==> src/hdl/rsm_pkg.sv <==
// Package for the radio status output mux: selector codes, field layout,
// reset values and clock divider figures.
// Assumes a single clock domain on the crystal oscillator clock.
package rsm_pkg;
   // Configuration byte layout
   localparam int SEL_LSB = 0;
   localparam int SEL_MSB = 5;
   localparam int INV_BIT = 6;
   localparam int TEMP_BIT = 7;
   // Reset values of the three configuration bytes, then the temperature sensor code
   localparam logic [7:0] PIN_A_CONFIG_RST = 8'h3f;
   localparam logic [7:0] PIN_B_CONFIG_RST = 8'h2e;
   localparam logic [7:0] PIN_C_CONFIG_RST = 8'h29;
   localparam logic [7:0] TEMP_SENSE_CODE = 8'h80;
   // Selector codes
   localparam logic [5:0] SEL_RX_THR = 6'h00;
   localparam logic [5:0] SEL_RX_THR_EOP = 6'h01;
   localparam logic [5:0] SEL_TX_THR = 6'h02;
   localparam logic [5:0] SEL_TX_FULL = 6'h03;
   localparam logic [5:0] SEL_RX_OVF = 6'h04;
   localparam logic [5:0] SEL_TX_UNF = 6'h05;
   localparam logic [5:0] SEL_SYNC = 6'h06;
   localparam logic [5:0] SEL_CRC_PKT = 6'h07;
   localparam logic [5:0] SEL_PQ = 6'h08;
   localparam logic [5:0] SEL_CCA = 6'h09;
   localparam logic [5:0] SEL_LOCK = 6'h0a;
   localparam logic [5:0] SEL_SER_CLK = 6'h0b;
   localparam logic [5:0] SEL_SYNC_DATA = 6'h0c;
   localparam logic [5:0] SEL_ASYNC_DATA = 6'h0d;
   localparam logic [5:0] SEL_CARRIER = 6'h0e;
   localparam logic [5:0] SEL_CRC_OK = 6'h0f;
   localparam logic [5:0] SEL_CHIP_RDY = 6'h29;
   localparam logic [5:0] SEL_HI_Z = 6'h2e;
   localparam logic [5:0] SEL_CONST = 6'h2f;
   localparam logic [5:0] SEL_CLK_DIV = 6'h3f;
   localparam logic [5:0] SLEEP_FORCE_LIMIT = 6'h20;
   // Divided crystal clock output
   localparam int CLK_DIV_RATIO = 192;
   localparam int CLK_HALF_COUNT = CLK_DIV_RATIO / 2;
endpackage

==> src/hdl/rsm_pin_mux.sv <==
// One output pin of the status mux: selection, inversion, sleep forcing
// and enable. Assumes all inputs are already on clk.
`timescale 1ns/1ps
module rsm_pin_mux
   import rsm_pkg::*;
#(
   parameter logic SLEEP_LEVEL_INV = 1'b0,
   parameter logic [7:0] CONFIG_RST = 8'h00
)
(
   input wire logic clk,
   input wire logic nrst,
   input wire logic [7:0] config_in,
   input wire logic sleep_hold,
   input wire logic [15:0] src_vec,
   input wire logic chip_ready_low,
   input wire logic clk_div_out,
   output logic pin_out,
   output logic pin_oe,
   output logic temp_sense_en
);
   wire logic [5:0] sel = config_in[SEL_MSB:SEL_LSB];
   wire logic inv = config_in[INV_BIT];
   wire logic low_code = sel < SLEEP_FORCE_LIMIT;
   wire logic temp_mode = config_in == TEMP_SENSE_CODE;
   logic raw;
   logic drive;

   // Source selection; undefined codes stay low and touch nothing else
   always_comb
   begin
      raw = 1'b0;
      drive = 1'b1;
      if (low_code)
      begin
         raw = src_vec[sel[3:0]] & ~sel[4];
      end
      else
      begin
         unique case (sel)
            SEL_CHIP_RDY: raw = chip_ready_low;
            SEL_HI_Z: drive = 1'b0;
            SEL_CONST: raw = 1'b0;
            SEL_CLK_DIV: raw = clk_div_out;
            default: raw = 1'b0;
         endcase
      end
   end

   // Registered so the pin never glitches between sources
   always_ff @(posedge clk or negedge nrst)
   begin
      if (!nrst)
      begin
         pin_out <= CONFIG_RST[INV_BIT];
         pin_oe <= CONFIG_RST[SEL_MSB:SEL_LSB] != SEL_HI_Z;
         temp_sense_en <= 1'b0;
      end
      else
      begin
         temp_sense_en <= temp_mode;
         pin_oe <= drive & ~temp_mode;
         if (sleep_hold && low_code)
            pin_out <= inv ^ SLEEP_LEVEL_INV;
         else
            pin_out <= raw ^ inv;
      end
   end
endmodule

==> src/hdl/rsm_top.sv <==
// Top of the radio status output mux. Holds the sticky event flags, the
// crystal clock divider and three pin instances.
// Assumes radio status inputs come from logic on clk; only chip_ready_low
// and chip_select_low arrive from pins and are synchronised here.
`timescale 1ns/1ps
module rsm_top
   import rsm_pkg::*;
#(
   parameter int DIV_RATIO = CLK_DIV_RATIO
)
(
   input wire logic clk,
   input wire logic nrst,
   input wire logic [7:0] pin_a_config,
   input wire logic [7:0] pin_b_config,
   input wire logic [7:0] pin_c_config,
   input wire logic sleep_state,
   input wire logic chip_ready_low,
   input wire logic chip_select_low,
   input wire logic rx_fifo_at_thr,
   input wire logic rx_fifo_empty,
   input wire logic rx_end_of_packet,
   input wire logic rx_fifo_overflow,
   input wire logic rx_fifo_flush,
   input wire logic rx_fifo_first_read,
   input wire logic tx_fifo_at_thr,
   input wire logic tx_fifo_full,
   input wire logic tx_fifo_underflow,
   input wire logic tx_fifo_flush,
   input wire logic sync_word_done,
   input wire logic packet_end,
   input wire logic addr_check_fail,
   input wire logic tx_mode,
   input wire logic crc_compare_done,
   input wire logic crc_match,
   input wire logic rx_mode_enter,
   input wire logic legacy_compat_enable,
   input wire logic [7:0] preamble_quality,
   input wire logic [7:0] preamble_quality_threshold,
   input wire logic rssi_below_thr,
   input wire logic [1:0] clear_channel_mode,
   input wire logic receiving_packet,
   input wire logic rssi_above_cs,
   input wire logic synth_lock,
   input wire logic serial_clk,
   input wire logic serial_sync_data,
   input wire logic serial_async_data,
   output logic gp_out_a,
   output logic gp_out_a_oe,
   output logic gp_out_b,
   output logic gp_out_b_oe,
   output logic gp_out_c,
   output logic gp_out_c_oe,
   output logic temp_sensor_en,
   output logic pin_b_valid
);
   // The divider counts half periods, so odd or tiny ratios cannot be served
   if (DIV_RATIO < 4 || DIV_RATIO % 2 != 0)
   begin : g_bad_ratio
      $error("DIV_RATIO must be even and at least 4");
   end

   localparam int HALF = DIV_RATIO / 2;
   localparam int CW = $clog2(HALF);

   // Pin inputs pass two flip-flops before use
   logic rdy_meta_reg;
   logic rdy_sync_reg;
   logic cs_meta_reg;
   logic cs_sync_reg;
   always_ff @(posedge clk or negedge nrst)
   begin
      if (!nrst)
      begin
         rdy_meta_reg <= 1'b1;
         rdy_sync_reg <= 1'b1;
         cs_meta_reg <= 1'b1;
         cs_sync_reg <= 1'b1;
      end
      else
      begin
         rdy_meta_reg <= chip_ready_low;
         rdy_sync_reg <= rdy_meta_reg;
         cs_meta_reg <= chip_select_low;
         cs_sync_reg <= cs_meta_reg;
      end
   end

   // Pin b shares the serial data line; flag when its value may be trusted
   always_ff @(posedge clk or negedge nrst)
   begin
      if (!nrst)
         pin_b_valid <= 1'b0;
      else
         pin_b_valid <= cs_sync_reg;
   end

   // Sleep forcing holds from sleep until chip ready falls, not on wake
   logic sleep_hold_reg;
   logic sleep_hold_next;
   assign sleep_hold_next = sleep_state ? 1'b1 :
                            (rdy_sync_reg ? sleep_hold_reg : 1'b0);
   always_ff @(posedge clk or negedge nrst)
   begin
      if (!nrst)
         sleep_hold_reg <= 1'b0;
      else
         sleep_hold_reg <= sleep_hold_next;
   end

   // Crystal clock divider; toggles every half period for a 50 % duty
   logic [CW-1:0] div_cnt_reg;
   logic div_clk_reg;
   wire logic div_wrap = div_cnt_reg == CW'(HALF - 1);
   always_ff @(posedge clk or negedge nrst)
   begin
      if (!nrst)
      begin
         div_cnt_reg <= '0;
         div_clk_reg <= 1'b0;
      end
      else if (div_wrap)
      begin
         div_cnt_reg <= '0;
         div_clk_reg <= ~div_clk_reg;
      end
      else
      begin
         div_cnt_reg <= div_cnt_reg + CW'(1);
      end
   end

   // Sticky event flags; a set in the same cycle as its clear wins
   logic rx_thr_eop_reg;
   logic tx_full_reg;
   logic rx_ovf_reg;
   logic tx_unf_reg;
   logic sync_reg;
   logic crc_pkt_reg;
   logic crc_ok_reg;
   wire logic rx_thr_eop_set = rx_fifo_at_thr | rx_end_of_packet;
   wire logic sync_abort = packet_end |
                           (~tx_mode & (addr_check_fail | rx_fifo_overflow))
                           | (tx_mode & tx_fifo_underflow);
   wire logic crc_pkt_set = rx_end_of_packet & crc_match;
   always_ff @(posedge clk or negedge nrst)
   begin
      if (!nrst)
      begin
         rx_thr_eop_reg <= 1'b0;
         tx_full_reg <= 1'b0;
         rx_ovf_reg <= 1'b0;
         tx_unf_reg <= 1'b0;
         sync_reg <= 1'b0;
         crc_pkt_reg <= 1'b0;
         crc_ok_reg <= 1'b0;
      end
      else
      begin
         if (rx_thr_eop_set)
            rx_thr_eop_reg <= 1'b1;
         else if (rx_fifo_empty)
            rx_thr_eop_reg <= 1'b0;
         if (tx_fifo_full)
            tx_full_reg <= 1'b1;
         else if (!tx_fifo_at_thr)
            tx_full_reg <= 1'b0;
         if (rx_fifo_overflow)
            rx_ovf_reg <= 1'b1;
         else if (rx_fifo_flush)
            rx_ovf_reg <= 1'b0;
         if (tx_fifo_underflow)
            tx_unf_reg <= 1'b1;
         else if (tx_fifo_flush)
            tx_unf_reg <= 1'b0;
         if (sync_word_done)
            sync_reg <= 1'b1;
         else if (sync_abort)
            sync_reg <= 1'b0;
         if (crc_pkt_set)
            crc_pkt_reg <= 1'b1;
         else if (rx_fifo_first_read)
            crc_pkt_reg <= 1'b0;
         if (crc_compare_done)
            crc_ok_reg <= crc_match;
         else if (rx_mode_enter)
            crc_ok_reg <= 1'b0;
      end
   end

   // Clear channel qualified by mode: 0 always, 1 rssi, 2 no packet, 3 both
   logic cca_level;
   always_comb
   begin
      unique case (clear_channel_mode)
         2'b00: cca_level = 1'b1;
         2'b01: cca_level = rssi_below_thr;
         2'b10: cca_level = ~receiving_packet;
         2'b11: cca_level = rssi_below_thr & ~receiving_packet;
      endcase
   end

   // Low selector sources, indexed by code 0x00..0x0F
   wire logic pq_reached = preamble_quality > preamble_quality_threshold;
   wire logic [15:0] src_vec = {
      crc_ok_reg & legacy_compat_enable,
      rssi_above_cs,
      serial_async_data,
      serial_sync_data,
      serial_clk,
      synth_lock,
      cca_level,
      pq_reached,
      crc_pkt_reg & legacy_compat_enable,
      sync_reg,
      tx_unf_reg,
      rx_ovf_reg,
      tx_full_reg,
      tx_fifo_at_thr,
      rx_thr_eop_reg,
      rx_fifo_at_thr
   };

   // Pin a and pin c force to the inversion level, pin b to its complement
   rsm_pin_mux #(.SLEEP_LEVEL_INV(1'b0), .CONFIG_RST(PIN_A_CONFIG_RST))
   u_pin_a (
      .clk(clk),
      .nrst(nrst),
      .config_in(pin_a_config),
      .sleep_hold(sleep_hold_reg),
      .src_vec(src_vec),
      .chip_ready_low(rdy_sync_reg),
      .clk_div_out(div_clk_reg),
      .pin_out(gp_out_a),
      .pin_oe(gp_out_a_oe),
      .temp_sense_en(temp_sensor_en)
   );

   rsm_pin_mux #(.SLEEP_LEVEL_INV(1'b1), .CONFIG_RST(PIN_B_CONFIG_RST))
   u_pin_b (
      .clk(clk),
      .nrst(nrst),
      .config_in({1'b0, pin_b_config[6:0]}),
      .sleep_hold(sleep_hold_reg),
      .src_vec(src_vec),
      .chip_ready_low(rdy_sync_reg),
      .clk_div_out(div_clk_reg),
      .pin_out(gp_out_b),
      .pin_oe(gp_out_b_oe),
      .temp_sense_en()
   );

   rsm_pin_mux #(.SLEEP_LEVEL_INV(1'b0), .CONFIG_RST(PIN_C_CONFIG_RST))
   u_pin_c (
      .clk(clk),
      .nrst(nrst),
      .config_in({1'b0, pin_c_config[6:0]}),
      .sleep_hold(sleep_hold_reg),
      .src_vec(src_vec),
      .chip_ready_low(rdy_sync_reg),
      .clk_div_out(div_clk_reg),
      .pin_out(gp_out_c),
      .pin_oe(gp_out_c_oe),
      .temp_sense_en()
   );
endmodule

==> config.mk <==
export PLATFORM = sky130hd
export DESIGN_NAME = rsm_top
export DESIGN_NICKNAME = d
export VERILOG_FILES = /design/src/hdl/rsm_pkg.sv /design/src/hdl/rsm_pin_mux.sv /design/src/hdl/rsm_top.sv
export SDC_FILE = /design/constraint.sdc
export NUM_CORES = 1
export LEC_CHECK = 0
export BUFFER_PORTS_ARGS = -buffer_cell sky130_fd_sc_hd__buf_2
export CAP_MARGIN = 20
export CORE_MARGIN = 5
export CORE_UTILIZATION = 25
export DETAILED_ROUTE_END_ITERATION = 10
export HOLD_SLACK_MARGIN = 0.1
export PLACE_DENSITY = 0.54
export SLEW_MARGIN = 20
export SYNTH_ARGS = -nofsm -noshare
export SYNTH_HDL_FRONTEND = slang
export SYNTH_SLANG_ARGS = --single-unit
==> constraint.sdc <==
create_clock -name clk -period 3.47 [get_ports clk]
set_clock_uncertainty 0.2 [all_clocks]
set_input_delay 0.5205 -clock clk [delete_from_list [all_inputs] [get_ports clk]]
set_output_delay 0.5205 -clock clk [all_outputs]
set_load 0.05 [all_outputs]
==> run summary, run 1 <==
• Ys Warns: 0
• worst relative slew slack: 54.5%
• count of max-cap constraint violations: 0
• peak supply drop: 180 uV
• Worst Tran Pin Value: 0.682 ns
• P_int: 0.581 mW
• gate count after technology mapping: 186
• overall power: 0.798 mW
• clock insertion delay at the later pin of the skew report: 0.28 ns
• average vias per placed instance: 4.81
• leading register cell type out of synthesis: sky130_fd_sc_hd__dfrtp_1
• static leakage power: 1.13 nW
• critical path data arrival time: 2.17 ns
• Largest stage delay, worst path: 0.60 ns
• final worst path period need: 2.20 ns
• aggregate negative setup slack: 0 ns
• global placer's final weighted congestion: 0.819
• Horiz. Die Dim: 97.3 um
• portion of total power attributed to sequential cells: 43.8%
• final hold violations: 0
• Post CTS Setup Buffer Count: 0
• Syn Nets: 267
• placed cell areas: 0.00237 mm^2
• Worst Path Required: 3.44 ns
• Starting DRT DRC Count: 177
• unrepaired setup endpoints after global routing: no
• final setup margin: 1.27 ns
• quantity of I/O buffers inserted on ports: 77
• clock-pin slew on the worst setup and hold paths: 0.10 ns
• clock tree buffer depth: 2
• layout cell share with drive strength beyond 1: 38.9%
• maximum net fanout on the critical path: 9
• portion of total power attributed to combinational logic: 22.7%
• flip-flop and latch count after synthesis: 28
• placed wire-length estimate after detailed placement: 4090 um
• number of setup violations in the final report: 0
• Post-Syn Area: 0.00190 mm^2
• number of global-route vias before repair: 1,706
• Sinks on Clock Net: 28
• wire length of the first global-routing pass: 8240 um
• kind of start point of the critical path: primary input
• final antenna-violating net count: 0
• share of synthesized flip-flops with an asynchronous set or reset: 100%
• die extent in y: 97.3 um
• slowest cell on the critical path: sky130_fd_sc_hd__mux4_1
• Finished Layout Cells: 361
• kind of cell adding the most delay to the critical path: multiplexers
• switching portion of total power: 27.2%
• worst hold-check slack: 0.129 ns
• Layout Utilization: 33.5%
• number of distinct standard cells referenced by the synthesized netlist: 48
• worst path buffer plus inverter count: 1
• critical path capture point type: flip-flop
• post-route cell area: 0.00245 mm^2
• clock buffers created by TritonCTS: 3
• fmax: 454 MHz
• pin count of the biggest net entering global routing: 29
• number of antenna violations at the first check in global routing: 0
• Clock Tree Root: sky130_fd_sc_hd__clkbuf_8
• power density over the cells: 325 mW/mm^2
• Total Routing Usage GR: 10.6%
• starting utilization of the core area: 26.0%
• dpl cells: 356
• count of flip-flops with a built-in enable after synthesis: 0
• status: finished, final reports clean
• grt total ovfl: 0
• Clk network pwr share: 33.5%
• number of H-tree levels: 1
• Avg WL per Cell: 14.1 um
• area added between synthesis and finish: 28.9%
• Layout Nets: 344
• final period utilization: 63.5%
• TritonCTS clock tree: yes
• post-placement worst setup slack: 0.973 ns
• number of flip-flops under the largest register name: 7
• count of pins on the block boundary: 80
• total number of vias: 1,738
• path class of the lowest-slack min-delay path: primary input to flip-flop
• cell-by-cell listing of the critical path: buf_2 > mux4_1 > a211oi_2 > or4_1 > a21oi_1 > or3b_1
• Placement Rows: 31
• post-synthesis average cell area: 10.2 um^2
• first drt pass iteration count: 4
• number of remaining DRC errors: 0
• Net Switching: 0.217 mW
• total inserted antenna cells: 0
• CORE AREA: 0.00733 mm^2
• critical path type: primary input to flip-flop
• Die Footprint: 0.00946 mm^2
• max-slew violation count: 0
• wire length after detailed routing: 5080 um
• sequential-to-total area share from yosys stat: 37.2%
[cells in the final DEF (no fill, tap or decap), types with 4 or more instances in the layout]
cell | Yosys | routed
sky130_fd_sc_hd__inv_1 | 15 | 15
sky130_fd_sc_hd__nand2_1 | 11 | 11
sky130_fd_sc_hd__dfrtp_1 | 22 | 22
sky130_fd_sc_hd__a21oi_1 | 7 | 7
sky130_fd_sc_hd__nand2b_1 | 4 | 4
sky130_fd_sc_hd__nand3_1 | 9 | 9
sky130_fd_sc_hd__nor3_1 | 5 | 5
sky130_fd_sc_hd__buf_2 | 2 | 77
sky130_fd_sc_hd__nand4_1 | 8 | 8
sky130_fd_sc_hd__mux4_2 | 7 | 7
sky130_fd_sc_hd__nor2b_1 | 6 | 6
sky130_fd_sc_hd__a21o_1 | 5 | 5
sky130_fd_sc_hd__dfstp_2 | 6 | 6
sky130_fd_sc_hd__o21ai_0 | 5 | 5
sky130_fd_sc_hd__nor2_1 | 11 | 11
sky130_fd_sc_hd__ha_1 | 9 | 9
[layer usage]
metal  share of wire [%]  GRT usage, %  vias to the layer above
met5                   0             0                        -
met4                 1.0          2.66                        0
met3                 5.8          2.80                        4
met2                  49          18.7                       43
met1                  44          12.9                      837
li1                    -             -                      854
[logic make-up after synthesis]
group / share of synthesized area (%)
DFF: 37.2
adders and majority gates: 5.91
muxes: 13.9
xor gates and xnor gates: 2.30
and+or+nand+nor: 21.0
buffers and inverters: 5.06
AOI/OAI and AO/OA: 14.7
[path summary, 6_finish.rpt]
| path | cells past startpoint | to | startpoint | slack, ns |
|---|---|---|---|---|
| setup / recovery | 6 | u_pin_a.pin_out | pin_a_config[0] | 1.27 |
| hold / removal | 1 | rdy_meta_reg | chip_ready_low | 0.13 |
| setup reg to reg | 6 | u_pin_a.pin_out | crc_pkt_reg | 1.28 |
| hold reg to reg | 0 | cs_sync_reg | cs_meta_reg | 0.16 |
| max in group asynchronous | 2 | pin_b_valid | nrst | 2.02 |
| min in group asynchronous | 2 | crc_pkt_reg | nrst | 0.61 |
[Yosys cell counts, types with 6 or more instances]
master                     n  share of area, %
sky130_fd_sc_hd__dfrtp_1  22                29
sky130_fd_sc_hd__inv_1    15               3.0
sky130_fd_sc_hd__nand2_1  11               2.2
sky130_fd_sc_hd__nor2_1   11               2.2
sky130_fd_sc_hd__ha_1      9               5.9
sky130_fd_sc_hd__nand3_1   9               2.4
sky130_fd_sc_hd__nand4_1   8               2.6
sky130_fd_sc_hd__a21oi_1   7               1.8
sky130_fd_sc_hd__mux4_2    7               8.3
sky130_fd_sc_hd__dfstp_2   6               8.3
sky130_fd_sc_hd__nor2b_1   6               2.0
[power by group through the flow]
| stage | Combinational, mW | Sequential [mW] | Clock, mW |
|---|---|---|---|
| 6_report | 0.181 | 0.350 | 0.267 |
| 3_3_place_gp | 0.179 | 0.356 | 0 |
| 4_1_cts | 0.184 | 0.350 | 0.279 |
| 2_1_floorplan | 0.0872 | 0.371 | 0 |
| 3_5_place_dp | 0.182 | 0.356 | 0 |
| 5_1_grt | 0.201 | 0.352 | 0.291 |
[layout make-up]
cell class,instances,area (um^2)
timing repair buffer,78,395
clock buffer,3,41.3
clock inverter,1,30.0
fill,779,4880
inverter,15,56.3
multi-input combinational,137,1100
sequential,28,708
tap,99,124
[what timing repair did]
action,4_1_cts,5_1_grt
gates resized for setup,0,0
hold buffers,1,0
hold endpoints to repair,22,0
Power figures use the tool's default switching activity.
==> run 2, diff against run 1 <==
clock period = 2.21 ns   (was 3.47 ns; I/O delays follow)
==> run summary, run 2 (synthesis gave the netlist of run 1 again) <==
• TritonCTS clock tree: yes
• most frequent cell on the critical path: sky130_fd_sc_hd__o2111ai_1
• register-to-register path setup slack: 0.08 ns
• path class of the lowest-slack min-delay path: primary input to flip-flop
• grt total ovfl: 0
• Sinks on Clock Net: 28
• starting utilization of the core area: 26.0%
• clock insertion delay at the later pin of the skew report: 0.29 ns
• die extent in y: 97.3 um
• Starting DRT DRC Count: 87
• static leakage power: 1.26 nW
• Worst Path Required: 2.18 ns
• critical path data arrival time: 2.11 ns
• count of max-cap constraint violations: 0
• maximum net fanout on the critical path: 5
• number of flip-flops under the largest register name: 7
• Worst Tran Pin Value: 0.648 ns
• layout cell share with drive strength beyond 1: 39.2%
• Placement Rows: 31
• slowest cell on the critical path: sky130_fd_sc_hd__dlygate4sd3_1
• number of remaining DRC errors: 0
• wire length after detailed routing: 5290 um
• critical path type: primary input to flip-flop
• Worst setup startpoint: pin_a_config[4]
• final hold violations: 0
• quantity of I/O buffers inserted on ports: 77
• worst relative slew slack: 56.8%
• final period utilization: 97.0%
• max-slew violation count: 0
• status: finished, final reports clean
• number of setup violations in the final report: 0
• Avg WL per Cell: 13.5 um
• post-placement worst setup slack: -0.0801 ns
• Hold Path Sink: u_pin_b.pin_oe
• power density over the cells: 475 mW/mm^2
• source of the worst hold timing path: pin_b_config[2]
• Clock Tree Root: sky130_fd_sc_hd__clkbuf_8
• total number of vias: 1,860
• wire length of the first global-routing pass: 8700 um
• kind of start point of the critical path: primary input
• final worst path period need: 2.14 ns
• count of pins on the block boundary: 80
• final setup margin: 0.0665 ns
• endpoint of the worst register-to-register path: u_pin_a.pin_out
• area added between synthesis and finish: 43.9%
• average vias per placed instance: 4.74
• number of cells traversed by the worst register-to-register path: 6
• most used cells in the layout excluding fill and tap cells: 77 x sky130_fd_sc_hd__buf_2, 22 x sky130_fd_sc_hd__dfrtp_1, 21 x sky130_fd_sc_hd__dlygate4sd3_1, 15 x sky130_fd_sc_hd__inv_1
• number of antenna violations at the first check in global routing: 0
• Horiz. Die Dim: 97.3 um
• unrepaired setup endpoints after global routing: no
• aggregate negative setup slack: 0 ns
• pin count of the biggest net entering global routing: 29
• Worst Hold Path Cells: 2
• leading cell type in the layout, fill and taps excluded: sky130_fd_sc_hd__buf_2
• clock-pin slew on the worst setup and hold paths: 0.10 ns
• critical path capture point type: flip-flop
• CORE AREA: 0.00733 mm^2
• total inserted antenna cells: 0
• reg-to-reg startpoint: rx_thr_eop_reg
• cell-by-cell listing of the critical path: dlygate4sd3_1 > buf_2 > nor4b_2 > o2111ai_1 > and2_1 > nand2_1 > o2111ai_1 > or3b_1
• Total Routing Usage GR: 11.2%
• final antenna-violating net count: 0
• Layout Nets: 375
• placed wire-length estimate after detailed placement: 4240 um
• number of H-tree levels: 1
• Die Footprint: 0.00946 mm^2
• number of global-route vias before repair: 1,830
• Largest stage delay, worst path: 0.54 ns
• global placer's final weighted congestion: 0.846
• clock buffers created by TritonCTS: 3
• fmax: 467 MHz
• peak supply drop: 266 uV
• first drt pass iteration count: 4
• clock tree buffer depth: 2
## run 2: final cells by class
| cell class | instances | area (um^2) |
|---|---|---|
| clock buffer | 3 | 41.3 |
| multi-input combinational | 137 | 1100 |
| tap | 99 | 124 |
| inverter | 15 | 56.3 |
| sequential | 28 | 708 |
| timing repair buffer | 109 | 678 |
| fill | 757 | 4590 |
| clock inverter | 1 | 30.0 |
## run 2: report_power, final
part           total, mW  internal, mW  switching, mW  leakage [nW]
sequential         0.547         0.537         0.0109         0.318
combinational      0.332         0.172          0.160         0.910
clock              0.422         0.243          0.179        0.0357
## run 2: how the worst max path moves through the flow
| stage | end | cells after the start |
|---|---|---|
| 2_1_floorplan | u_pin_c.pin_out | 8 |
| 3_3_place_gp | u_pin_a.pin_out | 7 |
| 3_5_place_dp | u_pin_c.pin_out | 8 |
| 4_1_cts | u_pin_a.pin_out | 6 |
| 5_1_grt | u_pin_a.pin_out | 8 |
| 6_report | u_pin_a.pin_out | 8 |
## run 2: what timing repair did
action,in CTS,in global routing
buffers inserted,0,0
hold buffers,21,0
setup endpoints to repair,0,1
endpoints found under the hold margin,37,0
gates resized for setup,0,2
## run 2: stage by stage
stage	power [mW]	hold slack, ns	area (um^2)	utilization (%)	std cells
final	1.30	0.118	2740	37.4	392
after global routing	1.38	0.118	2740	37.4	392
after CTS	1.32	0.104	2740	37.3	392
after detailed placement	0.858	0.147	2460	33.5	367
after global placement	0.855	0.146	2460	33.5	367
after floorplan	0.720	-0.164	1900	-	186
## run 2: critical path: cells and delay by family
family | cells | cell delay, ns
simple gates | 4 | 0.84
buf+inv | 2 | 0.69
compound gates | 2 | 0.25
## run 2: routing by layer
layer | track usage, % | routed length, um | share of wire [%] | vias to the layer above
met5 | 0 | 0 | 0 | -
met4 | 3.94 | 92 | 1.7 | 0
met3 | 3.16 | 365 | 6.9 | 9
met2 | 18.8 | 2560 | 48 | 59
met1 | 13.7 | 2280 | 43 | 877
li1 | - | - | - | 915
==> run 3, diff against run 2 <==
CORE_UTILIZATION = 35   (was 25)
MAX_ROUTING_LAYER = met4   (was default)
PLACE_DENSITY = 0.69   (was 0.54)
==> run summary, run 3 (synthesis gave the netlist of run 1 again) <==
• wire length after detailed routing: 5100 um
• number of antenna violations at the first check in global routing: 0
• count of max-cap constraint violations: 0
• number of H-tree levels: 1
• path class of the lowest-slack min-delay path: primary input to flip-flop
• die extent in y: 83.8 um
• average vias per placed instance: 5.19
• static leakage power: 1.25 nW
• register-to-register path setup slack: 0.09 ns
• final period utilization: 96.8%
• leading cell type in the layout, fill and taps excluded: sky130_fd_sc_hd__buf_2
• kind of start point of the critical path: primary input
• Placement Rows: 26
• number of remaining DRC errors: 0
• final hold violations: 0
• status: finished, final reports clean
• number of setup violations in the final report: 0
• Avg WL per Cell: 14.2 um
• Die Footprint: 0.00702 mm^2
• layout cell share with drive strength beyond 1: 39.0%
• Worst Hold Path Cells: 2
• Horiz. Die Dim: 83.8 um
• Finished Layout Cells: 360
• peak supply drop: 344 uV
• # fillers: 497
• Starting DRT DRC Count: 97
• maximum net fanout on the critical path: 5
• Layout Utilization: 51.5%
• global placer's final weighted congestion: 0.860
• number of global-route vias before repair: 1,973
• CORE AREA: 0.00520 mm^2
• area added between synthesis and finish: 40.7%
• critical path data arrival time: 2.11 ns
• grt total ovfl: 0
• fmax: 468 MHz
• first drt pass iteration count: 4
• clock buffers created by TritonCTS: 3
• critical path capture point type: flip-flop
• Hold Path Sink: u_pin_b.pin_oe
• critical path type: primary input to flip-flop
• wire length of the first global-routing pass: 8900 um
• worst relative slew slack: 57.6%
• worst hold-check slack: 0.116 ns
• final worst path period need: 2.14 ns
• total number of vias: 1,870
• most used cells in the layout excluding fill and tap cells: 77 x sky130_fd_sc_hd__buf_2, 22 x sky130_fd_sc_hd__dfrtp_1, 20 x sky130_fd_sc_hd__dlygate4sd3_1, 15 x sky130_fd_sc_hd__inv_1
• clock tree buffer depth: 2
• Layout Nets: 372
• number of flip-flops under the largest register name: 7
• final antenna-violating net count: 0
• Worst setup startpoint: pin_a_config[4]
• reg-to-reg startpoint: tx_full_reg
• placed wire-length estimate after detailed placement: 4010 um
• dpl cells: 336
• Post CTS Setup Buffer Count: 0
• number of cells traversed by the worst register-to-register path: 6
• count of pins on the block boundary: 80
• total inserted antenna cells: 0
• clock-pin slew on the worst setup and hold paths: 0.10 ns
• Clock Tree Root: sky130_fd_sc_hd__clkbuf_8
• Total Routing Usage GR: 15.5%
• Sinks on Clock Net: 28
• overall power: 1.30 mW
• max-slew violation count: 0
• starting utilization of the core area: 36.6%
• pin count of the biggest net entering global routing: 29
• TritonCTS clock tree: yes
• clock insertion delay at the later pin of the skew report: 0.28 ns
• endpoint of the worst register-to-register path: u_pin_a.pin_out
• Worst Tran Pin Value: 0.636 ns
• source of the worst hold timing path: pin_b_config[2]
• quantity of I/O buffers inserted on ports: 77
• Worst Path Required: 2.18 ns
• power density over the cells: 486 mW/mm^2
[run 3: cell count changes in the layout (fill, tap and decap cells not counted)]
cell                            change
sky130_fd_sc_hd__buf_4              -2
sky130_fd_sc_hd__dlygate4sd3_1      -1
[run 3: critical path: stages]
cell and delay, ns:
sky130_fd_sc_hd__dlygate4sd3_1 0.53, sky130_fd_sc_hd__buf_2 0.15, sky130_fd_sc_hd__nor4b_2 0.21, sky130_fd_sc_hd__o2111ai_1 0.14, sky130_fd_sc_hd__and2_1 0.21, sky130_fd_sc_hd__nand2_1 0.07, sky130_fd_sc_hd__o2111ai_1 0.11, sky130_fd_sc_hd__or3b_1 0.35
[run 3: power breakdown]
group | switching [mW] | total, mW | internal [mW]
registers | 0.0117 | 0.548 | 0.537
clock network | 0.182 | 0.425 | 0.243
logic | 0.160 | 0.328 | 0.168
[run 3: worst max-delay path by stage]
stage,slack [ns],cells after the start,to
after floorplan,0.12,8,u_pin_c.pin_out
after global placement,-0.04,7,u_pin_a.pin_out
after detailed placement,-0.06,8,u_pin_c.pin_out
after CTS,0.03,8,u_pin_a.pin_out
after global routing,-0.01,8,u_pin_a.pin_out
final,0.07,8,u_pin_a.pin_out
[run 3: repair_timing]
item	in CTS	in global routing
endpoints found under the hold margin	37	0
gates resized for setup	0	2
hold buffers	20	0
endpoints found under the setup margin	0	1
[run 3: layer usage]
layer  global-route usage, %  vias up  part of all wire [%]
li1                        -      910                     -
met1                    18.1      875                    42
met2                    26.6       74                    50
met3                    3.06       11                   7.0
met4                    5.12        0                   1.5
met5                       -        -                     0
[run 3: area by class of cell]
class                           instances  area (um^2)  area share [%]
Clock inverter                          1         30.0            1.12
Multi-Input combinational cell        137         1100            41.1
Tap cell                               70         87.6            3.27
Sequential cell                        28          708            26.4
Timing Repair Buffer                  106          653            24.4
Inverter                               15         56.3            2.10
Clock buffer                            3         41.3            1.54
[run 3: metrics by stage]
step	setup TNS, ns	cell area, um^2	setup WS [ns]
final	0	2680	0.0717
after floorplan	0	1900	0.117
after global placement	-0.0770	2400	-0.0414
after CTS	0	2680	0.0302
after global routing	-0.0109	2680	-0.0109
after detailed placement	-0.0917	2400	-0.0629
